`config.mk`:
```
export PLATFORM = sky130hd
export DESIGN_NAME = dea_top
export DESIGN_NICKNAME = d
export VERILOG_FILES = /design/src/logic/dea_pkg.sv /design/src/logic/dea_array.sv /design/src/logic/dea_top.sv /design/src/logic/dea_unlock.sv
export SDC_FILE = /design/constraint.sdc
export NUM_CORES = 1
export LEC_CHECK = 0
export BUFFER_PORTS_ARGS = -buffer_cell sky130_fd_sc_hd__buf_2
export CORE_MARGIN = 3
export CORE_UTILIZATION = 56
export CTS_BUF_LIST = sky130_fd_sc_hd__clkbuf_8 sky130_fd_sc_hd__clkbuf_16
export DETAILED_ROUTE_END_ITERATION = 16
export GPL_TIMING_DRIVEN = 1
export PLACE_DENSITY = 0.75
export SKIP_LAST_GASP = 1
export SLEW_MARGIN = 20
export SYNTH_ARGS = -nofsm -noshare
export SYNTH_HDL_FRONTEND = slang
export SYNTH_SLANG_ARGS = --single-unit
```
`constraint.sdc`:
```
create_clock -name SYS_CLK -period 3 [get_ports SYS_CLK]
set_clock_uncertainty 0.1 [all_clocks]
set_input_delay 0.6 -clock SYS_CLK [delete_from_list [all_inputs] [get_ports SYS_CLK]]
set_output_delay 0.6 -clock SYS_CLK [all_outputs]
set_load 0.02 [all_outputs]
```
`src/logic/dea_pkg.sv`:
```
// Constants shared by the data EEPROM access control block.
package dea_pkg;
   // ==========================================================
   // Register byte addresses
   localparam logic [7:0] OFS_INDEX = 8'h00;
   localparam logic [7:0] OFS_BYTE = 8'h04;
   localparam logic [7:0] OFS_CONTROL = 8'h08;
   localparam logic [7:0] OFS_FLAGS = 8'h0C;
   localparam logic [7:0] OFS_UNLOCK = 8'h10;
   localparam logic [7:0] OFS_IRQ_EN = 8'h8C;
   // ==========================================================
   // Field positions
   localparam int CTL_READ_BIT = 0;
   localparam int CTL_GO_BIT = 1;
   localparam int CTL_PERMIT_BIT = 2;
   localparam int CTL_PWRT_BIT = 3;
   localparam int DONE_BIT = 7;
   localparam logic [7:0] IRQ_EN_MASK = 8'hF7;
   // ==========================================================
   // Reset values and unlock keys
   localparam logic [7:0] FLAGS_RESET = 8'h00;
   localparam logic [7:0] IRQ_EN_RESET = 8'h00;
   localparam logic [7:0] BYTE_RESET = 8'h00;
   localparam logic [7:0] KEY_FIRST = 8'h55;
   localparam logic [7:0] KEY_SECOND = 8'hAA;
   // ==========================================================
   // Timing and array size
   localparam int CLK_MHZ = 100;
   localparam int PWRT_MS = 72;
   localparam int PWRT_CYCLES = PWRT_MS * CLK_MHZ * 1000;
   localparam int WRITE_CYCLES = 400;
   localparam int KEY_GAP_CYCLES = 8;
   localparam int EE_AW = 7;
   localparam int EE_DW = 8;
endpackage : dea_pkg

```
`src/logic/dea_array.sv`:
```
// Data EEPROM storage array with synchronous write and direct read.
`timescale 1ns/1ps
module dea_array #(
   parameter int AW = 7,
   parameter int DW = 8
) (
   input wire logic clk,
   input wire logic we,
   input wire logic [AW-1:0] waddr,
   input wire logic [DW-1:0] wdata,
   input wire logic [AW-1:0] raddr,
   output logic [DW-1:0] rdata
);
   logic [DW-1:0] mem [0:(1<<AW)-1];

   always_ff @(posedge clk) begin
      if (we) begin
         mem[waddr] <= wdata;
      end
   end

   assign rdata = mem[raddr];
endmodule : dea_array

```
`src/logic/dea_top.sv`:
```
// Data EEPROM access control with Avalon-MM register slave and interrupt.
//
// Register access over Avalon-MM was left to the implementer.
`timescale 1ns/1ps

// Summary of operation
// - Read request outside a running write loads addressed byte two cycles later.
// - Read byte holds until read or write.
// - Write needs 55h, AAh, then go bit.
// - Mistimed unlock sequence stores nothing.
// - Go bit sets only while permit set.
// - Hardware never clears the permit bit.
// - Clearing permit never aborts running write.
// - Completion clears go, sets done flag.
// - Done flag stays until software clears.
// - Permit bit clears at power up.
// - Running power-up timer blocks write start.
module dea_top #(
   parameter int PWRT_COUNT = dea_pkg::PWRT_CYCLES,
   parameter int WRITE_COUNT = dea_pkg::WRITE_CYCLES,
   parameter int KEY_GAP = dea_pkg::KEY_GAP_CYCLES
) (
   input wire logic SYS_CLK,
   input wire logic RESET,
   input wire logic PWRT_ENABLE,
   input wire logic [7:0] AVS_ADDRESS,
   input wire logic AVS_READ,
   input wire logic AVS_WRITE,
   input wire logic [31:0] AVS_WRITEDATA,
   output logic [31:0] AVS_READDATA,
   output logic AVS_WAITREQUEST,
   output logic IRQ
);
   import dea_pkg::*;

   // ==========================================================
   // State
   logic wait_q, wait_d;
   logic [31:0] rdata_q, rdata_d;
   logic [EE_AW-1:0] index_q, index_d;
   logic [7:0] byte_q, byte_d;
   logic rd_q, rd_d;
   logic go_q, go_d;
   logic permit_q, permit_d;
   logic [7:0] flags_q, flags_d;
   logic [7:0] ie_q, ie_d;
   logic irq_q, irq_d;
   logic [EE_AW-1:0] waddr_q, waddr_d;
   logic [7:0] wdata_q, wdata_d;
   logic [31:0] wcnt_q, wcnt_d;
   logic [31:0] pwrt_cnt_q, pwrt_cnt_d;
   logic pwrt_busy_q, pwrt_busy_d;
   logic pwrt_init_q, pwrt_init_d;

   logic acc;
   logic wr_acc;
   logic ctrl_wr;
   logic byte_wr;
   logic key_wr;
   logic armed;
   logic done_pulse;
   logic go_start;
   logic [7:0] mem_rd;
   logic [7:0] ctrl_view;

   // ==========================================================
   // Submodules
   dea_array #(.AW(EE_AW), .DW(EE_DW)) u_array (
      .clk(SYS_CLK),
      .we(done_pulse),
      .waddr(waddr_q),
      .wdata(wdata_q),
      .raddr(index_q),
      .rdata(mem_rd)
   );

   dea_unlock #(.GAP(KEY_GAP)) u_unlock (
      .clk(SYS_CLK),
      .rst(RESET),
      .acc(acc),
      .key_wr(key_wr),
      .key_val(AVS_WRITEDATA[7:0]),
      .armed(armed)
   );

   // ==========================================================
   // Bus decode
   // Each request waits exactly one cycle and is taken on the edge where waitrequest is low.
   assign acc = (AVS_READ || AVS_WRITE) && !wait_q;
   assign wr_acc = AVS_WRITE && !wait_q;
   assign ctrl_wr = wr_acc && AVS_ADDRESS == OFS_CONTROL;
   assign byte_wr = wr_acc && AVS_ADDRESS == OFS_BYTE;
   assign key_wr = wr_acc && AVS_ADDRESS == OFS_UNLOCK;
   assign done_pulse = go_q && wcnt_q == 32'd1;
   assign go_start = ctrl_wr && AVS_WRITEDATA[CTL_GO_BIT] && !go_q && permit_q && armed
      && !pwrt_busy_q;

   always_comb begin
      ctrl_view = 8'h00;
      ctrl_view[CTL_READ_BIT] = rd_q;
      ctrl_view[CTL_GO_BIT] = go_q;
      ctrl_view[CTL_PERMIT_BIT] = permit_q;
      ctrl_view[CTL_PWRT_BIT] = pwrt_busy_q;
   end

   always_comb begin
      wait_d = 1'b1;
      rdata_d = rdata_q;
      if ((AVS_READ || AVS_WRITE) && wait_q) begin
         wait_d = 1'b0;
         rdata_d = 32'h0000_0000;
         if (AVS_READ) begin
            case (AVS_ADDRESS)
               OFS_INDEX: rdata_d = {{(32-EE_AW){1'b0}}, index_q};
               OFS_BYTE: rdata_d = {24'h00_0000, byte_q};
               OFS_CONTROL: rdata_d = {24'h00_0000, ctrl_view};
               OFS_FLAGS: rdata_d = {24'h00_0000, flags_q};
               OFS_IRQ_EN: rdata_d = {24'h00_0000, ie_q};
               default: rdata_d = 32'h0000_0000;
            endcase
         end
      end
   end

   // ==========================================================
   // Address, data and read path
   always_comb begin
      index_d = index_q;
      byte_d = byte_q;
      rd_d = rd_q;
      if (wr_acc && AVS_ADDRESS == OFS_INDEX) begin
         index_d = AVS_WRITEDATA[EE_AW-1:0];
      end
      if (byte_wr) begin
         byte_d = AVS_WRITEDATA[7:0];
      end
      if (rd_q) begin
         byte_d = mem_rd;
         rd_d = 1'b0;
      end else if (ctrl_wr && AVS_WRITEDATA[CTL_READ_BIT] && !go_q) begin
         rd_d = 1'b1;
      end
   end

   // ==========================================================
   // Write path
   // Address and data are captured at the start, so later register writes cannot disturb a running cycle.
   always_comb begin
      go_d = go_q;
      permit_d = permit_q;
      waddr_d = waddr_q;
      wdata_d = wdata_q;
      wcnt_d = wcnt_q;
      if (ctrl_wr) begin
         permit_d = AVS_WRITEDATA[CTL_PERMIT_BIT];
      end
      if (go_start) begin
         go_d = 1'b1;
         waddr_d = index_q;
         wdata_d = byte_q;
         wcnt_d = 32'(WRITE_COUNT);
      end else if (go_q) begin
         wcnt_d = wcnt_q - 32'd1;
         if (done_pulse) begin
            go_d = 1'b0;
         end
      end
   end

   // ==========================================================
   // Power-up timer
   // The enable level is caught on the first clock after reset release.
   always_comb begin
      pwrt_init_d = 1'b0;
      pwrt_busy_d = pwrt_busy_q;
      pwrt_cnt_d = pwrt_cnt_q;
      if (pwrt_init_q) begin
         pwrt_busy_d = PWRT_ENABLE;
         pwrt_cnt_d = 32'(PWRT_COUNT);
      end else if (pwrt_busy_q) begin
         pwrt_cnt_d = pwrt_cnt_q - 32'd1;
         if (pwrt_cnt_q <= 32'd1) begin
            pwrt_busy_d = 1'b0;
         end
      end
   end

   // ==========================================================
   // Flags and interrupt
   // A completion in the same cycle as a clear leaves the flag set.
   always_comb begin
      flags_d = flags_q;
      ie_d = ie_q;
      if (wr_acc && AVS_ADDRESS == OFS_FLAGS && AVS_WRITEDATA[DONE_BIT]) begin
         flags_d[DONE_BIT] = 1'b0;
      end
      if (done_pulse) begin
         flags_d[DONE_BIT] = 1'b1;
      end
      if (wr_acc && AVS_ADDRESS == OFS_IRQ_EN) begin
         ie_d = AVS_WRITEDATA[7:0] & IRQ_EN_MASK;
      end
      irq_d = |(flags_d & ie_d);
   end

   always_ff @(posedge SYS_CLK) begin
      if (RESET) begin
         wait_q <= 1'b1;
         rdata_q <= 32'h0000_0000;
         index_q <= '0;
         byte_q <= BYTE_RESET;
         rd_q <= 1'b0;
         go_q <= 1'b0;
         permit_q <= 1'b0;
         flags_q <= FLAGS_RESET;
         ie_q <= IRQ_EN_RESET;
         irq_q <= 1'b0;
         waddr_q <= '0;
         wdata_q <= 8'h00;
         wcnt_q <= 32'h0000_0000;
         pwrt_cnt_q <= 32'h0000_0000;
         pwrt_busy_q <= 1'b1;
         pwrt_init_q <= 1'b1;
      end else begin
         wait_q <= wait_d;
         rdata_q <= rdata_d;
         index_q <= index_d;
         byte_q <= byte_d;
         rd_q <= rd_d;
         go_q <= go_d;
         permit_q <= permit_d;
         flags_q <= flags_d;
         ie_q <= ie_d;
         irq_q <= irq_d;
         waddr_q <= waddr_d;
         wdata_q <= wdata_d;
         wcnt_q <= wcnt_d;
         pwrt_cnt_q <= pwrt_cnt_d;
         pwrt_busy_q <= pwrt_busy_d;
         pwrt_init_q <= pwrt_init_d;
      end
   end

   assign AVS_WAITREQUEST = wait_q;
   assign AVS_READDATA = rdata_q;
   assign IRQ = irq_q;
endmodule : dea_top

```
`src/logic/dea_unlock.sv`:
```
// Unlock key sequence tracker for the data EEPROM write start.
`timescale 1ns/1ps
module dea_unlock #(
   parameter int GAP = 8
) (
   input wire logic clk,
   input wire logic rst,
   input wire logic acc,
   input wire logic key_wr,
   input wire logic [7:0] key_val,
   output logic armed
);
   import dea_pkg::*;

   typedef enum logic [1:0] {KS_IDLE, KS_FIRST, KS_SECOND} dea_key_t;
   dea_key_t state_q, state_d;
   logic [7:0] gap_q, gap_d;

   // ==========================================================
   // Sequence state
   always_comb begin
      state_d = state_q;
      gap_d = (gap_q == 8'hFF) ? gap_q : gap_q + 8'h01;
      if (state_q != KS_IDLE && gap_q >= 8'(GAP)) begin
         state_d = KS_IDLE;
      end
      if (acc) begin
         gap_d = 8'h00;
         case (state_q)
            KS_FIRST: state_d = (key_wr && key_val == KEY_SECOND) ? KS_SECOND : KS_IDLE;
            default: state_d = KS_IDLE;
         endcase
         if (key_wr && key_val == KEY_FIRST) begin
            state_d = KS_FIRST;
         end
      end
   end

   always_ff @(posedge clk) begin
      if (rst) begin
         state_q <= KS_IDLE;
         gap_q <= 8'h00;
      end else begin
         state_q <= state_d;
         gap_q <= gap_d;
      end
   end

   // Only the very next access after the second key, inside the gap window, may start a write.
   assign armed = (state_q == KS_SECOND) && (gap_q < 8'(GAP));
endmodule : dea_unlock

```
==> metrics.txt <==
status=complete, no violations; clk buf depth=3; total congestion overflow=0; wire per inst=around 28 um; largest family of logic cells by synthesized area=multiplexers; Reg area=about 33000 um2; cells after synthesis=~2.6k; GRT Util Overall=25.90%; crit path max-delay cell type=or4_4; Cell Pwr Density=~580 nW/um2; peak supply drop=approximately 0.51 mV; actual slew at the worst max-slew pin=around 850 ps; #FFs+latches synth=around 1.2k; Max Cap Viol=0; DRT iter0 DRCs=around 3.0k; placed cells=3822; height of the die=about 290 um; Post-synth EDFFs=a little over 1k; final slew viol count=0; final setup violation count=0; area of the multi-input gates=between 10000 and 15000 um2; Pre-antenna DRT Iters=6; top-level I/O count=79; clock transition at the registers of the reported paths=~60 ps; CTS root buffer=clkbuf_16; Port Buffers=30; drt total wl=between 100 and 150 mm; share of the synthesized area in the top cell type=67.55%; Clk Latency, worst-skew pair=about 680 ps; worst hold path type=in -> reg; largest net degree at the start of global routing=about 90; Netlist Area Pre-Place=45520 um2; Seq/Total Area, Yosys=73.44%; ys async rst share=0%; Arrival @ worst endpoint=~3200 ps; CTS sink cnt=1158; Setup CP Type=reg -> reg; Post-Layout Cell Count=between 4k and 5k; adder-cell share of the synthesized area=less than 1%; Worst EP required=roughly 3300 ps; Buf/Inv on CP=2; period utilization=between 90% and 100%; syn avg cell area=~18 um2; Fillers=around 5.1k; reg2reg setup slack=around 70 ps; via count=~26k; Post-CTS Hold Buffers=0; startpoint types=register; Final min period=between 2000 and 3000 ps; drc violations=0; CP Max Fanout=16; Synth cell types=70; Slew HR=roughly 43%; leakage power=around 14 nW; Area Overhead vs Synth=15.65%; Rows=between 100 and 150; total CTS buffers=108; Area contributors post-synth=edfxtp_1 (68%), mux4_2 (10%), dfxtp_1 (5.9%); net count reported at finish=~2.9k; top-count cell post-synth=edfxtp_1; Synthesis Warnings=0; Synth top cells by count=edfxtp_1 (1024), nor2_1 (263), mux4_2 (206); Synth Area in XOR/XNOR=between 1 and 1.5%; Compound-Gate Fraction of Synth Area=under 10%; post-synthesis mux area share=about an eighth; final hold vios=0; CTS H-tree depth=3; share of cells above drive strength 1=about a quarter; DIE AREA=~85000 um2; Post-Synth Simple-Gate Area=6.184%; Die X=291.1 um; hold_sp=PWRT_ENABLE; Starting Density=57.07%; CTS tree=yes; Via density=roughly 6.4; Placer Congestion=0.9295; global-route wire length before repair=about 160 mm; worst slack, placed=-33.78 ps; Synth area leader=edfxtp_1; Setup crit start=wcnt_q[5]$_SDFFE_PP0P_; crit-path max cell delay=570 ps; RSZ-0062 raised after global routing=yes; total core area=between 70000 and 80000 um2; max frequency=about 0.34 GHz; cell family with most CP delay=simple AND/OR/NAND/NOR gates; RR Startpoint=wcnt_q[5]$_SDFFE_PP0P_; Antenna Violating Nets Remaining=0; critical-path cell list=or4_4, nor4_4, nand4_4, nor3_4, nand4_2, buf_12, nor2_1, buf_6; Final HPWL DP=approximately 70 mm; antenna violations before repair=2; vias in the first global route=roughly 26k; slack of the critical path=about 70 ps; top_reg_cell synth=edfxtp_1; CP endpoint kind=register
kinds of logic (layout without fill, tap and decap cells):
group	count (synthesis)	in the layout
flops	1158	1158
simple gates	581	581
mux	350	350
compound gates	255	255
buf+inv	174	548
xor+xnor	60	60
fa+ha+maj	6	6
other cells	1	25
timing repair:
item / CTS / global route
setup buffers: 1 / 7
gates cloned: 0 / 0
pin swaps: 1 / 4
setup endpoints to repair: 266 / 599
gates resized for setup: 5 / 57
power breakdown:
| group | switching, W | internal [W] |
|---|---|---|
| Sequential | 0.0000311 | 0.0173 |
| Clock | 0.00587 | 0.00707 |
| Combinational | 0.000189 | 0.0000985 |
| Total | 0.00609 | 0.0245 |
registers in the layout, summed over array words and instances, names as in the netlist, named ones only:
name	flops
AVS_READDATA	8
go_q	1
AVS_WAITREQUEST	1
byte_q	8
flags_q	1
u_array.mem	1024
pwrt_init_q	1
ie_q	7
pwrt_cnt_q	32
pwrt_busy_q	1
u_unlock.gap_q	8
waddr_q	7
permit_q	1
wcnt_q	32
IRQ	1
index_q	7
wdata_q	8
u_unlock.state_q	2
rd_q	1
cells in the final DEF, fill, tap and decap left out, types with 13 or more instances in the layout:
cell type and count:
a211oi_1 14, a21oi_1 41, a22oi_1 58, a31oi_1 14, buf_12 35, buf_2 30, buf_4 230, buf_6 36
clkbuf_16 110, clkinv_1 23, clkinv_2 33, conb_1 24, dfxtp_1 123, edfxtp_1 1024, inv_1 31, mux2i_1 141
mux4_2 206, nand2_1 82, nand3_1 48, nand4_1 22, nor2_1 245, nor2_2 17, nor2b_1 13, nor3_1 43
nor4_1 18, o211ai_1 15, o21ai_0 16, o221ai_1 21, o22ai_1 36, or3_1 14, xnor2_1 45, xor2_1 15
routing by layer:
layer  part of all wire, %  GRT usage, %  vias up
li1                      -             -    10900
met1                    37         34.35    13160
met2                    49         41.41     1468
met3                    10         6.195      274
met4                   4.1         11.16        0
met5                     0             0        -
worst paths after layout:
check | cells after the start | endpoint
worst max-delay path | 8 | u_array.mem[55][1]$_DFFE_PP_
worst min-delay path | 3 | pwrt_busy_q$_SDFF_PP1_
worst max register to register | 8 | u_array.mem[55][1]$_DFFE_PP_
worst min register to register | 2 | ie_q[1]$_SDFFE_PP0P_
layout make-up:
cell class / instances / area share (%)
multi-input combinational: 1276 / 21.78
antenna: 1 / 0.004753
inverter: 15 / 0.1069
timing repair buffer: 331 / 5.666
clock inverter: 90 / 1.084
sequential: 1158 / 63.58
tap: 1050 / 2.495
clock buffer: 112 / 5.281
metrics by stage:
step / power [W] / cell area (um2) / setup TNS, ps / utilization (%) / hold WS (ps)
2_1_floorplan: 0.01791 / 45610 / -223.0 / - / 336.0
3_3_place_gp: 0.01793 / 48980 / -58.40 / 61.40 / 342.0
3_5_place_dp: 0.01795 / 48980 / -802.4 / 61.40 / 349.4
4_1_cts: 0.03074 / 52370 / 0 / 65.64 / 14.25
5_1_grt: 0.03136 / 52650 / -11150 / 65.99 / 66.36
6_report: 0.03055 / 52650 / 0 / 65.99 / 56.07
worst reg2reg max path, cell delays in order (launching register included):
cell and delay [ps]:
dfxtp_1 350, or4_4 570, nor4_4 320, nand4_4 200
nor3_4 300, nand4_2 170, buf_12 220, nor2_1 190
buf_6 200
No activity file was read; power rests on OpenSTA's default activity.
